File: src/common/press_enable_pkg.sv
package press_enable_pkg;
    // Controller clock rate in kHz (25 MHz)
    localparam int unsigned CLK_KHZ = 25000;
    // Millisecond tick period derived from the clock rate
    localparam int unsigned MS_CYCLES = CLK_KHZ;
    localparam int unsigned MS_CNT_W = 15;
    // Reset pulse limits, in milliseconds
    localparam int unsigned PULSE_MIN_SHORT_MS = 100;
    localparam int unsigned PULSE_MIN_LONG_MS = 350;
    localparam int unsigned PULSE_MAX_MS = 30000;
    localparam int unsigned PULSE_CNT_W = 16;
    // Sync stages on pin inputs
    localparam int unsigned SYNC_STAGES = 2;

    // Press enable sequencing states
    typedef enum logic [1:0] {
        ST_LOCKED = 2'b00,
        ST_READY = 2'b01,
        ST_RUN = 2'b10,
        ST_HALTING = 2'b11
    } press_state_e;
endpackage

File: src/design/press_enable_logic.sv
module press_enable_logic #(
    parameter int unsigned MS_CYCLES = press_enable_pkg::MS_CYCLES,
    parameter int unsigned MAX_MS = press_enable_pkg::PULSE_MAX_MS
) (
    input wire logic clk_sys,
    input wire logic arst_n,
    input wire logic cfg_halt_input_en,
    input wire logic cfg_restart_interlock,
    input wire logic cfg_upstroke_en,
    input wire logic cfg_start_enable_en,
    input wire logic min_reset_pulse_select,
    input wire logic start_command,
    input wire logic halt_request_in,
    input wire logic main_enable_in,
    input wire logic start_enable_in,
    input wire logic stroke_end_position,
    input wire logic upstroke_indicator,
    input wire logic reset_pulse_in,
    output logic press_enable_out,
    output logic reset_pending_out
);
    localparam int unsigned NIN = 7;

    logic [1:0] rst_sync_reg;
    logic rst_n;
    logic [NIN-1:0] pin_meta_reg;
    logic [NIN-1:0] pin_reg;
    logic [NIN-1:0] pin_prev_reg;
    logic [NIN-1:0] pins_raw;
    press_enable_pkg::press_state_e state_reg;
    press_enable_pkg::press_state_e state_next;
    logic halt_pend_reg;
    logic halt_pend_next;
    logic need_reset_reg;
    logic need_reset_next;
    logic pending_next;
    logic enable_next;

    // Named views of synchronised pins
    logic s_start, s_halt, s_main, s_sten, s_stroke, s_up, s_rst;
    logic start_rise, start_fall, halt_rise, stroke_rise, up_fall;
    logic halt_event, halt_allowed, start_ok, enables_high, pulse_ok;
    logic deferred_done;
    localparam int unsigned ARM_STAGES = press_enable_pkg::SYNC_STAGES + 1;
    logic [ARM_STAGES-1:0] edge_arm_reg;
    logic edges_live;

    // Edge helpers shared by the start, halt, stroke and upstroke pins; both compare against last cycle's sample
    function automatic logic rose_now(input logic cur, input logic prev);
        return cur & ~prev;
    endfunction

    function automatic logic fell_now(input logic cur, input logic prev);
        return ~cur & prev;
    endfunction

    // Reset release through two flops; assertion is still asynchronous
    always_ff @(posedge clk_sys or negedge arst_n) begin
        if (!arst_n) begin
            rst_sync_reg <= 2'b00;
        end else begin
            rst_sync_reg <= {rst_sync_reg[0], 1'b1};
        end
    end
    assign rst_n = rst_sync_reg[1];

    // All pins come from outside, so each passes two flops first
    assign pins_raw = {reset_pulse_in, upstroke_indicator, stroke_end_position,
                       start_enable_in, main_enable_in, halt_request_in, start_command};
    always_ff @(posedge clk_sys or negedge rst_n) begin
        if (!rst_n) begin
            pin_meta_reg <= '0;
            pin_reg <= '0;
            pin_prev_reg <= '0;
        end else begin
            pin_meta_reg <= pins_raw;
            pin_reg <= pin_meta_reg;
            pin_prev_reg <= pin_reg;
        end
    end

    // Edges wait until the previous-sample stage holds a real pin value;
    // otherwise a pin that idles high (stroke end at top) shows a false edge
    always_ff @(posedge clk_sys or negedge rst_n) begin
        if (!rst_n) begin
            edge_arm_reg <= '0;
        end else begin
            edge_arm_reg <= {edge_arm_reg[ARM_STAGES-2:0], 1'b1};
        end
    end
    assign edges_live = edge_arm_reg[ARM_STAGES-1];

    assign s_start = pin_reg[0];
    assign s_halt = pin_reg[1];
    assign s_main = pin_reg[2];
    assign s_sten = pin_reg[3];
    assign s_stroke = pin_reg[4];
    assign s_up = pin_reg[5];
    assign s_rst = pin_reg[6];

    // Edges compare this cycle with the last one, once the pipeline is primed
    assign start_rise = edges_live & rose_now(s_start, pin_prev_reg[0]);
    assign start_fall = edges_live & fell_now(s_start, pin_prev_reg[0]);
    assign halt_rise = edges_live & rose_now(s_halt, pin_prev_reg[1]);
    assign stroke_rise = edges_live & rose_now(s_stroke, pin_prev_reg[4]);
    assign up_fall = edges_live & fell_now(s_up, pin_prev_reg[5]);

    // Halt source chosen by configuration; unused inputs are ignored
    assign halt_event = cfg_halt_input_en ? halt_rise : start_fall;
    // Optional inputs count as satisfied when not configured
    assign halt_allowed = ~cfg_halt_input_en | ~s_halt;
    assign enables_high = s_main & (~cfg_start_enable_en | s_sten);
    assign start_ok = start_rise & enables_high & halt_allowed & ~need_reset_reg;

    // Deferred halt completes on stroke end, or upstroke fall when configured
    assign deferred_done = stroke_rise | (cfg_upstroke_en & up_fall);

    // Reset pulse width measurement lives in a child block
    reset_pulse_checker #(
        .MS_CYCLES(MS_CYCLES),
        .MAX_MS(MAX_MS)
    ) u_pulse (
        .clk_sys(clk_sys),
        .rst_n(rst_n),
        .pulse_in(s_rst),
        .long_min(min_reset_pulse_select),
        .valid_pulse(pulse_ok)
    );

    // Main sequencing of the enable
    always_comb begin
        state_next = state_reg;
        halt_pend_next = halt_pend_reg;
        need_reset_next = need_reset_reg;
        unique case (state_reg)
            press_enable_pkg::ST_LOCKED, press_enable_pkg::ST_READY: begin
                halt_pend_next = 1'b0;
                if (need_reset_reg && cfg_restart_interlock && pulse_ok) begin
                    need_reset_next = 1'b0;
                end
                if (!cfg_restart_interlock) begin
                    need_reset_next = 1'b0;
                end
                if (start_ok) begin
                    state_next = press_enable_pkg::ST_RUN;
                end
            end
            press_enable_pkg::ST_RUN: begin
                if (halt_event) begin
                    if (cfg_upstroke_en && !s_up) begin
                        state_next = press_enable_pkg::ST_READY;
                        need_reset_next = cfg_restart_interlock;
                    end else begin
                        state_next = press_enable_pkg::ST_HALTING;
                        halt_pend_next = 1'b1;
                    end
                end
            end
            press_enable_pkg::ST_HALTING: begin
                if (deferred_done) begin
                    state_next = press_enable_pkg::ST_READY;
                    need_reset_next = cfg_restart_interlock;
                    halt_pend_next = 1'b0;
                end
            end
        endcase
        // Safety release overrides everything
        if (!s_main && (state_next == press_enable_pkg::ST_RUN || state_next == press_enable_pkg::ST_HALTING)) begin
            state_next = press_enable_pkg::ST_READY;
            halt_pend_next = 1'b0;
            need_reset_next = cfg_restart_interlock;
        end
    end

    // Outputs registered; pending shown only once enables reach start state
    assign enable_next = (state_next == press_enable_pkg::ST_RUN) || (state_next == press_enable_pkg::ST_HALTING);
    assign pending_next = need_reset_next & cfg_restart_interlock & enables_high & ~enable_next;

    // Control state; block start needs a reset when interlock is on
    always_ff @(posedge clk_sys or negedge rst_n) begin
        if (!rst_n) begin
            state_reg <= press_enable_pkg::ST_LOCKED;
            halt_pend_reg <= 1'b0;
            need_reset_reg <= 1'b1;
            press_enable_out <= 1'b0;
            reset_pending_out <= 1'b0;
        end else begin
            state_reg <= state_next;
            halt_pend_reg <= halt_pend_next;
            need_reset_reg <= need_reset_next;
            press_enable_out <= enable_next;
            reset_pending_out <= pending_next;
        end
    end
endmodule

File: src/design/reset_pulse_checker.sv
// Measures the high phase of the reset pulse in milliseconds and flags valid
// low-high-low sequences.
module reset_pulse_checker #(
    parameter int unsigned MS_CYCLES = press_enable_pkg::MS_CYCLES,
    parameter int unsigned MAX_MS = press_enable_pkg::PULSE_MAX_MS
) (
    input wire logic clk_sys,
    input wire logic rst_n,
    input wire logic pulse_in,
    input wire logic long_min,
    output logic valid_pulse
);
    logic [press_enable_pkg::MS_CNT_W-1:0] div_reg;
    logic [press_enable_pkg::PULSE_CNT_W-1:0] width_reg;
    logic pulse_prev_reg;
    logic armed_reg;
    logic ms_tick;
    logic fall;
    logic rise;
    logic [press_enable_pkg::PULSE_CNT_W-1:0] min_ms;
    logic width_ok;

    // Millisecond tick restarts on each rising edge so widths are exact to 1 ms
    assign ms_tick = (div_reg == press_enable_pkg::MS_CNT_W'(MS_CYCLES - 1));
    assign rise = pulse_in & ~pulse_prev_reg;
    assign fall = ~pulse_in & pulse_prev_reg;
    assign min_ms = long_min ? press_enable_pkg::PULSE_CNT_W'(press_enable_pkg::PULSE_MIN_LONG_MS)
                             : press_enable_pkg::PULSE_CNT_W'(press_enable_pkg::PULSE_MIN_SHORT_MS);
    assign width_ok = (width_reg >= min_ms) && (width_reg <= press_enable_pkg::PULSE_CNT_W'(MAX_MS));

    // Width counter saturates just above the limit so long pulses stay rejected
    always_ff @(posedge clk_sys or negedge rst_n) begin
        if (!rst_n) begin
            div_reg <= '0;
            width_reg <= '0;
            pulse_prev_reg <= 1'b0;
            armed_reg <= 1'b0;
            valid_pulse <= 1'b0;
        end else begin
            pulse_prev_reg <= pulse_in;
            valid_pulse <= fall & armed_reg & width_ok;
            if (rise) begin
                // The rise cycle is already the first high cycle; needs MS_CYCLES of 2 or more
                div_reg <= press_enable_pkg::MS_CNT_W'(1);
                width_reg <= '0;
                armed_reg <= 1'b1;
            end else if (pulse_in) begin
                div_reg <= ms_tick ? '0 : div_reg + 1'b1;
                if (ms_tick && width_reg <= press_enable_pkg::PULSE_CNT_W'(MAX_MS)) begin
                    width_reg <= width_reg + 1'b1;
                end
            end else begin
                armed_reg <= 1'b0;
            end
        end
    end
endmodule

File: config.mk
export PLATFORM = sky130hd
export DESIGN_NAME = press_enable_logic
export DESIGN_NICKNAME = d
export VERILOG_FILES = /design/src/common/press_enable_pkg.sv /design/src/design/press_enable_logic.sv /design/src/design/reset_pulse_checker.sv
export SDC_FILE = /design/constraint.sdc
export NUM_CORES = 1
export LEC_CHECK = 0
export ABC_AREA = 1
export ABC_CLOCK_PERIOD_IN_PS = 1800
export BUFFER_PORTS_ARGS = -buffer_cell sky130_fd_sc_hd__buf_2
export CORE_AREA = 3 3 95 97
export DETAILED_ROUTE_END_ITERATION = 16
export DIE_AREA = 0 0 98 100
export GPL_ROUTABILITY_DRIVEN = 0
export PLACE_DENSITY_LB_ADDON = 0.3
export SYNTH_ARGS = -nofsm -noshare
export SYNTH_HDL_FRONTEND = slang
export SYNTH_SLANG_ARGS = --single-unit
File: constraint.sdc
create_clock -name clk_sys -period 1.8 [get_ports clk_sys]
set_clock_uncertainty 0.05 [all_clocks]
set_input_delay 0.09 -clock clk_sys [delete_from_list [all_inputs] [get_ports clk_sys]]
set_output_delay 0.09 -clock clk_sys [all_outputs]
set_load 0.01 [all_outputs]
==> results by group, run 1 <==
Final layout
  – Number of flip-flops in the largest register: 16
  – Antenna fix cells: 0
  – Layout Cells excl Fill: about 590
  – # nets final: 497
  – Final Util: 48.8%
  – Number of fill cells: ~780
  – Commonest cells after routing, fill and taps aside: nand2_1 (105), dfrtp_1 (59), nor2_1 (55)
  – Layout cell share with drive strength beyond 1: about 16%
  – Area Growth Syn to Fin: 21.7%
  – Most common cell after layout, fill and taps aside: nand2_1

Synthesis
  – #FFs+latches synth: 61
  – Top-area cell type share of the netlist area: between 40% and 50%
  – Synth Area per Inst: between 7 and 8 sq um
  – Seq/Total Area, Yosys: a little under half
  – Synth cell types: 31
  – YS warnings: 0
  – Top cells by area, synth: dfrtp_1 (46%), nand2_1 (12%), nand3_1 (6.7%), nor2_1 (6.5%), inv_1 (5.2%)
  – Syn Std Cell Area: roughly 3300 sq um
  – Post-synthesis instance total: around 420
  – Dominant cell type by area after synthesis: dfrtp_1

Drt
  – First-pass DRT Iterations: 4
  – Remaining routing DRC violations: 0
  – WL final: 7700 um
  – Detailed Route Iter0 Violations: 199
  – Via density: a little over 5
  – Via count: about 3000
  – Routed len/inst: 13.2 um
  – Routed Antenna Nets: 0

Place
  – Buffers on Ports: 15
  – Placed cell count: 551
  – Pre-CTS WS: 0.0438 ns
  – Hpwl dp: ~5300 um

Power
  – Comb power frac: roughly 6.9%
  – PwrDens: 725 nW/um^2
  – Worst vdd ir: about 520 uV
  – Internal Power: ~2.1 mW
  – Leakage power: between 1.5 and 2 nW
  – Clock power frac: 42.8%
  – Sw Ratio: 26.2%
  – Sw Pwr: between 0.7 and 0.8 mW
  – Share of power burned in registers: between 50% and 60%

Global route
  – First-pass GRT wire length: between 10000 and 15000 um
  – Largest net degree at the start of global routing: 48
  – GRT Total Usage: between 10% and 20%
  – Grt ovf: 0
  – Vias in the first global route: ~2800
  – Initial antenna violation count: 0

Floorplanning
  – Die Y: around 100 um
  – Starting Density: ~40%
  – Core area: slightly above 8000 sq um
  – Site Rows: 33
  – # IOs: 16
  – Die Span X: approximately 98 um
  – Die ar.: 9800 sq um

CTS
  – TritonCTS Buffers: 9
  – Reg clk slew, reported paths: 0.08 ns
  – Clk buf depth: 2
  – Worst-Skew Late Latency: 0.35 ns
  – # clock sinks: 61
  – CTS tree: built
  – H-tree depth: 3
  – Root Buffer: clkbuf_8

STA
  – Final Hold Viols: 0
  – Setup_tns: 0 ns
  – Tcrit/Tclk final: 93.1%
  – Min Hold Slack: 0.0240 ns
  – PnR worst setup slack: approximately 0.13 ns
  – Maximum clock rate: between 500 and 600 MHz
  – Final min period: about 1.7 ns
  – Endpoints failing setup: 0
  – RSZ-0062 raised after global routing: no
  – Pins Over Slew Limit: 0

Setup path
  – Worst path required time: around 2 ns
  – Crit path kind: flop to flop
  – Crit Path Max Fanout: 5
  – Critical path endpoint category: flop
  – Crit path DAT: 1.87 ns
  – Depth of the most critical reg-to-reg path: 8
  – CP startpoint kind: flop

Hold path
  – Hold Crit Class: primary input to flop
  – Hold depth: 4

Flow run
  – Max Cap Viol: 0

Outcome
  – Outcome: finished clean
final cells by class:
| type | count | area (sq um) | area share [%] |
|---|---|---|---|
| Clock buffer | 9 | 124 | 3.09 |
| Clock inverter | 7 | 75.1 | 1.87 |
| Inverter | 49 | 188 | 4.68 |
| Multi-Input combinational cell | 310 | 1620 | 40.3 |
| Sequential cell | 61 | 1530 | 38.2 |
| Tap cell | 105 | 131 | 3.28 |
| Timing Repair Buffer | 43 | 335 | 8.37 |
| Timing Repair inverter | 1 | 7.51 | 0.187 |
worst max-delay path, cell delays in order (launching register included):
cell	delay, ns
dfrtp_1	0.45
ha_1	0.26
inv_1	0.10
nor3_2	0.25
nand3_1	0.14
xor2_1	0.17
nor2_1	0.06
nand2_1	0.05
nand2_1	0.05
per-stage QoR:
step                total power [mW]  area, sq um
floorplan                       1.59         3300
global placement                1.64         3570
detailed placement              1.65         3570
CTS                             2.92         3870
global route                    3.04         4010
finish                          2.90         4010
cell usage after synthesis:
master,number
a21oi_1,7
a31oi_1,2
buf_4,1
buf_6,1
buf_8,1
clkbuf_1,5
clkinv_1,2
conb_1,1
dfrtp_1,60
dfstp_2,1
ha_1,8
inv_1,46
inv_2,1
nand2_1,105
nand2_2,4
nand2_4,3
nand3_1,44
nand3_2,1
nand3b_1,1
nand4_1,24
nor2_1,57
nor2_4,1
nor3_1,12
nor3_2,1
nor4_1,2
o21a_1,1
o21ai_0,13
o22ai_1,3
or2_2,1
xnor2_1,1
xor2_1,14
path summary, 6_finish.rpt:
kind,from,endpoint,slack (ns)
max in group asynchronous,rst_sync_reg[1],need_reset_reg,1.00
setup reg to reg,u_pulse.width_reg[0],u_pulse.width_reg[14],0.13
min in group asynchronous,rst_sync_reg[1],u_pulse.div_reg[6],0.11
setup / recovery,u_pulse.width_reg[0],u_pulse.width_reg[14],0.13
hold / removal,cfg_start_enable_en,reset_pending_out,0.02
hold reg to reg,rst_sync_reg[1],u_pulse.div_reg[6],0.11
routing by layer:
layer  track usage (%)  part of all wire [%]  vias up
met5                 0                     0        -
met1              20.3                    45     1431
li1                  -                     -     1487
met3              4.31                   5.5       14
met4              6.60                   1.9        0
met2              26.4                    48       99
what timing repair did:
| action | in CTS | in global routing |
|---|---|---|
| hold endpoints to repair | 10 | 0 |
| gates resized for setup | 0 | 12 |
| buffers inserted | 0 | 4 |
| setup endpoints to repair | 0 | 17 |
| hold buffers | 10 | 0 |
power groups by stage:
stage	Clock (mW)	Combinational, mW	Sequential (mW)
finish	1.24	0.200	1.46
global route	1.34	0.228	1.47
CTS	1.28	0.186	1.46
detailed placement	0	0.169	1.48
global placement	0	0.163	1.48
floorplan	0	0.101	1.49
cells by family (layout without fill, tap and decap cells):
| group | Yosys count | after routing | synth area share, % |
|---|---|---|---|
| xor gates and xnor gates | 15 | 15 | 3.99 |
| DFF | 61 | 61 | 46.4 |
| buffers and inverters | 57 | 109 | 7.18 |
| adders and majority gates | 8 | 8 | 3.04 |
| and+or+nand+nor | 256 | 259 | 35.1 |
| AOI/OAI and AO/OA | 26 | 26 | 4.22 |
| other | 1 | 2 | 0.114 |
Power figures use the tool's default switching activity.
==> run 2: changes to the inputs <==
- ABC_CLOCK_PERIOD_IN_PS: 1800 -> 2000
- CTS_CLUSTER_SIZE: not set -> 16
- clock period: 1.8 -> 2 ns (I/O delays scaled with it)
==> run 2 against run 1 <==
  * Non-clock buffer count decreased by 11
  * Worst hold slack improved by 0.0030 ns
  * First-iteration DRC count decreased by 35%
==> results by group, run 2 (synthesis gave the netlist of run 1 again) <==
STA
  – Endpoints failing setup: 0 (unchanged)
  – Maximum clock rate: 550 MHz (-7.9%)
  – Pins Over Slew Limit: 0 (unchanged)
  – Max-Slew Margin vs Limit: roughly 54%
  – Final Hold Viols: 0 (unchanged)
  – Setup_tns: 0 ns (unchanged)
  – Min Hold Slack: 0.0270 ns (+0.00297 ns)
  – RSZ-0062 raised after global routing: no
  – Tcrit/Tclk final: 90.9% (-2.1 points)
  – Final min period: 1.82 ns (+0.144 ns)
  – Worst Tran Pin Value: 0.696 ns

Setup path
  – Crit Path Max Fanout: 16 (+11)
  – Depth of the most critical reg-to-reg path: 9 (+1)
  – Launch point of the worst reg-to-reg path: u_pulse.div_reg[1]
  – Crit path DAT: 2.04 ns (+0.17 ns)
  – CP startpoint kind: flop
  – Crit path max-delay family: simple AND/OR/NAND/NOR gates
  – Buf/Inv on CP: 0 (-1)
  – Critical path origin: u_pulse.div_reg[1]
  – Worst path required time: 2.22 ns (+0.22 ns)
  – Crit path kind: flop to flop
  – Levels on crit path: 9 (+1)
  – Largest stage delay on the critical path: 0.37 ns (-0.08 ns)
  – CP max-delay cell: dfrtp_1
  – Critical path endpoint category: flop
  – Critical Path, Cell by Cell: ha_1, nand2_2, nor3_2, nand3_2, nor2_4, nand2_4, nand2_4, nand2_1, nand2_1

CTS
  – H-tree depth: 3 (unchanged)
  – Worst-Skew Late Latency: 0.33 ns (-0.02 ns)
  – # clock sinks: 61 (unchanged)
  – Root Buffer: clkbuf_8
  – CTS tree: built
  – Reg clk slew, reported paths: 0.07 ns (about the same)
  – Clk buf depth: 2 (unchanged)
  – TritonCTS Buffers: 9 (unchanged)

Drt
  – Routed Antenna Nets: 0 (unchanged)
  – Via count: 2850 (-6.0%)
  – Detailed Route Iter0 Violations: 129 (-35%)
  – Remaining routing DRC violations: 0 (unchanged)
  – WL final: 7000 um (-9.2%)
  – Via density: 5.00 (-3.5%)
  – Routed len/inst: 12.3 um (-6.8%)
  – First-pass DRT Iterations: 5 (+1)

Power
  – Leakage power: 1.81 nW (-3.9%)
  – PwrDens: 662 nW/um^2 (-8.6%)
  – Worst vdd ir: 471 uV (-9.4%)

Global route
  – GRT Total Usage: 15.5% (-0.58 points)
  – Initial antenna violation count: 0 (unchanged)
  – First-pass GRT wire length: 12500 um (-2.7%)
  – Vias in the first global route: 2738 (-3.4%)
  – Largest net degree at the start of global routing: 23 (-52%)
  – Grt ovf: 0 (unchanged)

Final layout
  – Most common cell after layout, fill and taps aside: nand2_1
  – Layout cell share with drive strength beyond 1: 11.6% (-4.0 points)
  – Commonest cells after routing, fill and taps aside: nand2_1 (105), dfrtp_1 (58), nor2_1 (56)
  – Area of the multi-input gates: 1540 sq um (-4.7%)
  – Area Growth Syn to Fin: 15.8%
  – Antenna fix cells: 0 (unchanged)
  – Number of fill cells: 819 (+4.7%)
  – Number of flip-flops in the largest register: 16 (unchanged)
  – # nets final: 482 (-3.0%)
  – Reg area: 1530 sq um (about the same)

Floorplanning
  – Core area: 8220 sq um (unchanged)
  – # IOs: 16 (unchanged)
  – Die ar.: 9800 sq um (unchanged)
  – Die Span X: 98 um (unchanged)
  – Starting Density: 40.1% (unchanged)
  – Die Y: 100 um (unchanged)
  – Site Rows: 33 (unchanged)

Hold path
  – Hold Crit Class: primary input to async pin

Flow run
  – Max Cap Viol: 0 (unchanged)

Place
  – Buffers on Ports: 15 (unchanged)
  – Hpwl dp: 5150 um (-2.0%)

Outcome
  – Outcome: finished clean
## run 2: layout make-up
class	count	area share [%]
Clock buffer	11	3.44
Clock inverter	5	1.57
Tap cell	105	3.44
Multi-Input combinational cell	307	40.4
Inverter	49	4.82
Sequential cell	61	40.1
Timing Repair Buffer	32	6.23
## run 2: worst reg2reg max path: cells and delay by family (launching register included)
kind          cells  cell delay (ns)
simple gates      8             1.13
fa+ha+maj         1             0.23
flops             1             0.37
## run 2: layer usage
metal	routed length [um]	track usage, %
met1	3340	21.0
met2	3240	24.2
met3	296	3.96
met4	113	5.75
met5	0	0
## run 2: power by group
group	total [mW]	switching, mW	internal (mW)
Clock	1.05	0.470	0.580
Combinational	0.160	0.0936	0.0660
Sequential	1.32	0.0407	1.28
## run 2: worst paths after layout
path | endpoint | slack [ns]
setup / recovery | u_pulse.width_reg[13] | 0.18
hold / removal | rst_sync_reg[1] | 0.03
setup reg to reg | u_pulse.width_reg[13] | 0.18
hold reg to reg | u_pulse.div_reg[14] | 0.18
max in group asynchronous | pin_reg[6] | 1.15
min in group clk_sys | reset_pending_out | 0.07
## run 2: timing repair
item / in CTS / in global routing
setup buffers: 0 / 1
setup endpoints to repair: 0 / 12
hold buffers: 9 / 0
resized for setup: 0 / 3
hold endpoints to repair: 10 / 0
## run 2: through the flow
stage / cell area (sq um) / worst slack (ns) / std cells / utilization [%] / total power [mW]
3_3_place_gp: 3520 / 0.240 / 544 / 42.8 / 1.48
6_report: 3810 / 0.181 / 570 / 46.4 / 2.53
2_1_floorplan: 3300 / 0.128 / 425 / - / 1.43
3_5_place_dp: 3520 / 0.176 / 544 / 42.8 / 1.49
4_1_cts: 3800 / 0.148 / 569 / 46.2 / 2.57
5_1_grt: 3810 / 0.0212 / 570 / 46.4 / 2.66
==> run 3: changes to the inputs <==
- BUFFER_PORTS_ARGS: -buffer_cell sky130_fd_sc_hd__buf_2 -> not set
- DONT_BUFFER_PORTS: not set -> 1
- RECOVER_POWER: not set -> 50
==> run 3 against run 2 <==
  * Die area is the same
  * Final area decreased by 1.5%
  * Worst setup slack worse by 0.014 ns
  * Clock power grew 4%
  * Power increased by 0.93%
  * Worst hold slack gained 0.084 ns
  * Register-to-register slack about the same
  * Cell count is 2.5% lower
  * Sequential cell count unchanged
  * Largest cell class unchanged
  * Largest power group unchanged
==> results by group, run 3 (synthesis gave the netlist of run 1 again) <==
Final layout
  – Most common cell after layout, fill and taps aside: nand2_1
  – Commonest cells after routing, fill and taps aside: nand2_1 (104), dfrtp_1 (59), nor2_1 (57)
  – Number of flip-flops in the largest register: 16 (unchanged)
  – Antenna fix cells: 0 (unchanged)
  – Layout cell share with drive strength beyond 1: 8.43% (-3.2 points)
  – Layout Cells excl Fill: 556 (-2.5%)
  – Area Growth Syn to Fin: 14.1%
  – # nets final: 469 (-2.7%)

Drt
  – Routed Antenna Nets: 0 (unchanged)
  – WL final: 6790 um (-3.0%)
  – Routed len/inst: 12.2 um (-0.56%)
  – Remaining routing DRC violations: 0 (unchanged)
  – Via density: 5.01 (+0.11%)
  – First-pass DRT Iterations: 5 (unchanged)
  – Detailed Route Iter0 Violations: 177 (+37%)
  – Via count: 2783 (-2.4%)

Setup path
  – Critical Path, Cell by Cell: inv_1, nor2_1, nand4_1, nand3_2, nand4_1, dlygate4sd3_1, nor2_1
  – CP startpoint kind: flop
  – Crit Path Max Fanout: 7 (-9)
  – Crit path max-delay family: buffers and inverters
  – Crit path DAT: 2.05 ns (about the same)
  – CP max-delay cell: dlygate4sd3_1
  – Worst path required time: 2.21 ns (about the same)
  – Largest stage delay on the critical path: 0.56 ns (+0.19 ns)
  – Critical path endpoint category: flop
  – Buf/Inv on CP: 2 (+2)
  – Crit path kind: flop to flop

STA
  – Endpoints failing setup: 0 (unchanged)
  – Maximum clock rate: 546 MHz (-0.74%)
  – PnR worst setup slack: 0.168 ns (-0.0136 ns)
  – Setup_tns: 0 ns (unchanged)
  – Max-Slew Margin vs Limit: 41.8% (-12 points)
  – Worst Tran Pin Value: 0.873 ns (+0.178 ns)
  – Tcrit/Tclk final: 91.6% (+0.68 points)
  – Pins Over Slew Limit: 0 (unchanged)
  – RSZ-0062 raised after global routing: no
  – Final Hold Viols: 0 (unchanged)
  – Final min period: 1.83 ns (+0.0136 ns)

CTS
  – H-tree depth: 3 (unchanged)
  – Root Buffer: clkbuf_8
  – Reg clk slew, reported paths: 0.06 ns (about the same)
  – Worst-Skew Late Latency: 0.33 ns (about the same)
  – TritonCTS Buffers: 9 (unchanged)
  – CTS tree: built
  – # clock sinks: 61 (unchanged)
  – Clk buf depth: 2 (unchanged)

Global route
  – Grt ovf: 0 (unchanged)
  – Initial antenna violation count: 0 (unchanged)
  – GRT Total Usage: 14.5% (-1.0 points)
  – Largest net degree at the start of global routing: 39 (+70%)
  – First-pass GRT wire length: 11600 um (-7.2%)
  – Vias in the first global route: 2549 (-6.9%)

Floorplanning
  – Starting Density: 40.1% (unchanged)
  – Die ar.: 9800 sq um (unchanged)
  – Die Y: 100 um (unchanged)
  – Site Rows: 33 (unchanged)
  – Die Span X: 98 um (unchanged)
  – Core area: 8220 sq um (unchanged)
  – # IOs: 16 (unchanged)

Power
  – Internal Power: 1.97 mW (+2.4%)
  – Worst vdd ir: 568 uV (+21%)
  – Comb power frac: 5.8% (-0.5 points)
  – Sw Ratio: 22.8% (-1.1 points)
  – Clock power frac: 42.8% (+1.2 points)
  – PwrDens: 679 nW/um^2 (+2.5%)
  – Sw Pwr: 0.582 mW (-3.8%)
  – Share of power burned in registers: 51.5% (-0.6 points)
  – Leakage power: 1.75 nW (-3.2%)

Place
  – Placed cell count: 529 (-2.8%)
  – Buffers on Ports: 0 (-15)
  – Pre-CTS WS: 0.155 ns (-0.0212 ns)
  – Hpwl dp: 4980 um (-3.4%)

Outcome
  – Outcome: finished clean

Flow run
  – Max Cap Viol: 0 (unchanged)

Hold path
  – Hold Crit Class: primary input to flop
run 3: cell types whose count changed in the layout (fill, tap and decap cells not counted), sizes merged:
cell,previous run,this run
clkinvlp,1,2
inv,48,47
buf,23,6
clkbuf,11,14
clkinv,4,2
dlygate4sd3,9,11
run 3: area by class of cell:
type / count / area [sq um]
inverter: 49 / 184
tap: 105 / 131
sequential: 61 / 1530
clock buffer: 12 / 155
clock inverter: 3 / 45.0
timing repair buffer: 19 / 166
multi-input combinational: 307 / 1550
fill: 805 / 4460
run 3: what timing repair did:
action	CTS	global route
endpoints found under the setup margin	0	2
endpoints found under the hold margin	11	0
setup buffers	0	1
resized for setup	0	4
hold buffers	11	0
run 3: final timing paths:
path | from | to | slack [ns] | cells past startpoint
max in group asynchronous | rst_sync_reg[1] | press_enable_out | 0.47 | 1
min in group asynchronous | rst_sync_reg[1] | u_pulse.width_reg[0] | 0.30 | 0
hold / removal | cfg_restart_interlock | need_reset_reg | 0.11 | 6
hold reg to reg | rst_sync_reg[1] | u_pulse.width_reg[0] | 0.30 | 0
setup / recovery | press_enable_out | reset_pending_out | 0.17 | 7
setup reg to reg | press_enable_out | reset_pending_out | 0.17 | 7
run 3: through the flow:
stage               power [mW]  hold slack [ns]  util, %  instance area [sq um]
finish                    2.55            0.111     45.7                   3760
detailed placement        1.47           -0.246     41.9                   3440
floorplan                 1.43           -0.246        -                   3300
global route              2.67           0.0917     45.7                   3760
CTS                       2.60           0.0765     45.7                   3750
global placement          1.46           -0.246     41.9                   3440
run 3: tightest hold or removal path, cell delays in order:
cell	delay, ns
nand4_1	0.07
nand3_1	0.07
nand2_1	0.05
nand2_1	0.04
nand2_1	0.09
inv_1	0.05
run 3: routing by layer:
| layer | wire (um) | track usage [%] | vias up |
|---|---|---|---|
| li1 | - | - | 1422 |
| met1 | 3280 | 19.4 | 1292 |
| met2 | 3070 | 22.0 | 65 |
| met3 | 373 | 5.14 | 4 |
| met4 | 68 | 5.01 | 0 |
| met5 | 0 | 0 | - |
run 3: power groups by stage:
stage / Combinational [mW] / Clock [mW] / Sequential, mW
after detailed placement: 0.132 / 0 / 1.34
after CTS: 0.151 / 1.13 / 1.31
after global placement: 0.130 / 0 / 1.34
final: 0.147 / 1.09 / 1.31
after global routing: 0.171 / 1.18 / 1.32
after floorplan: 0.0911 / 0 / 1.34
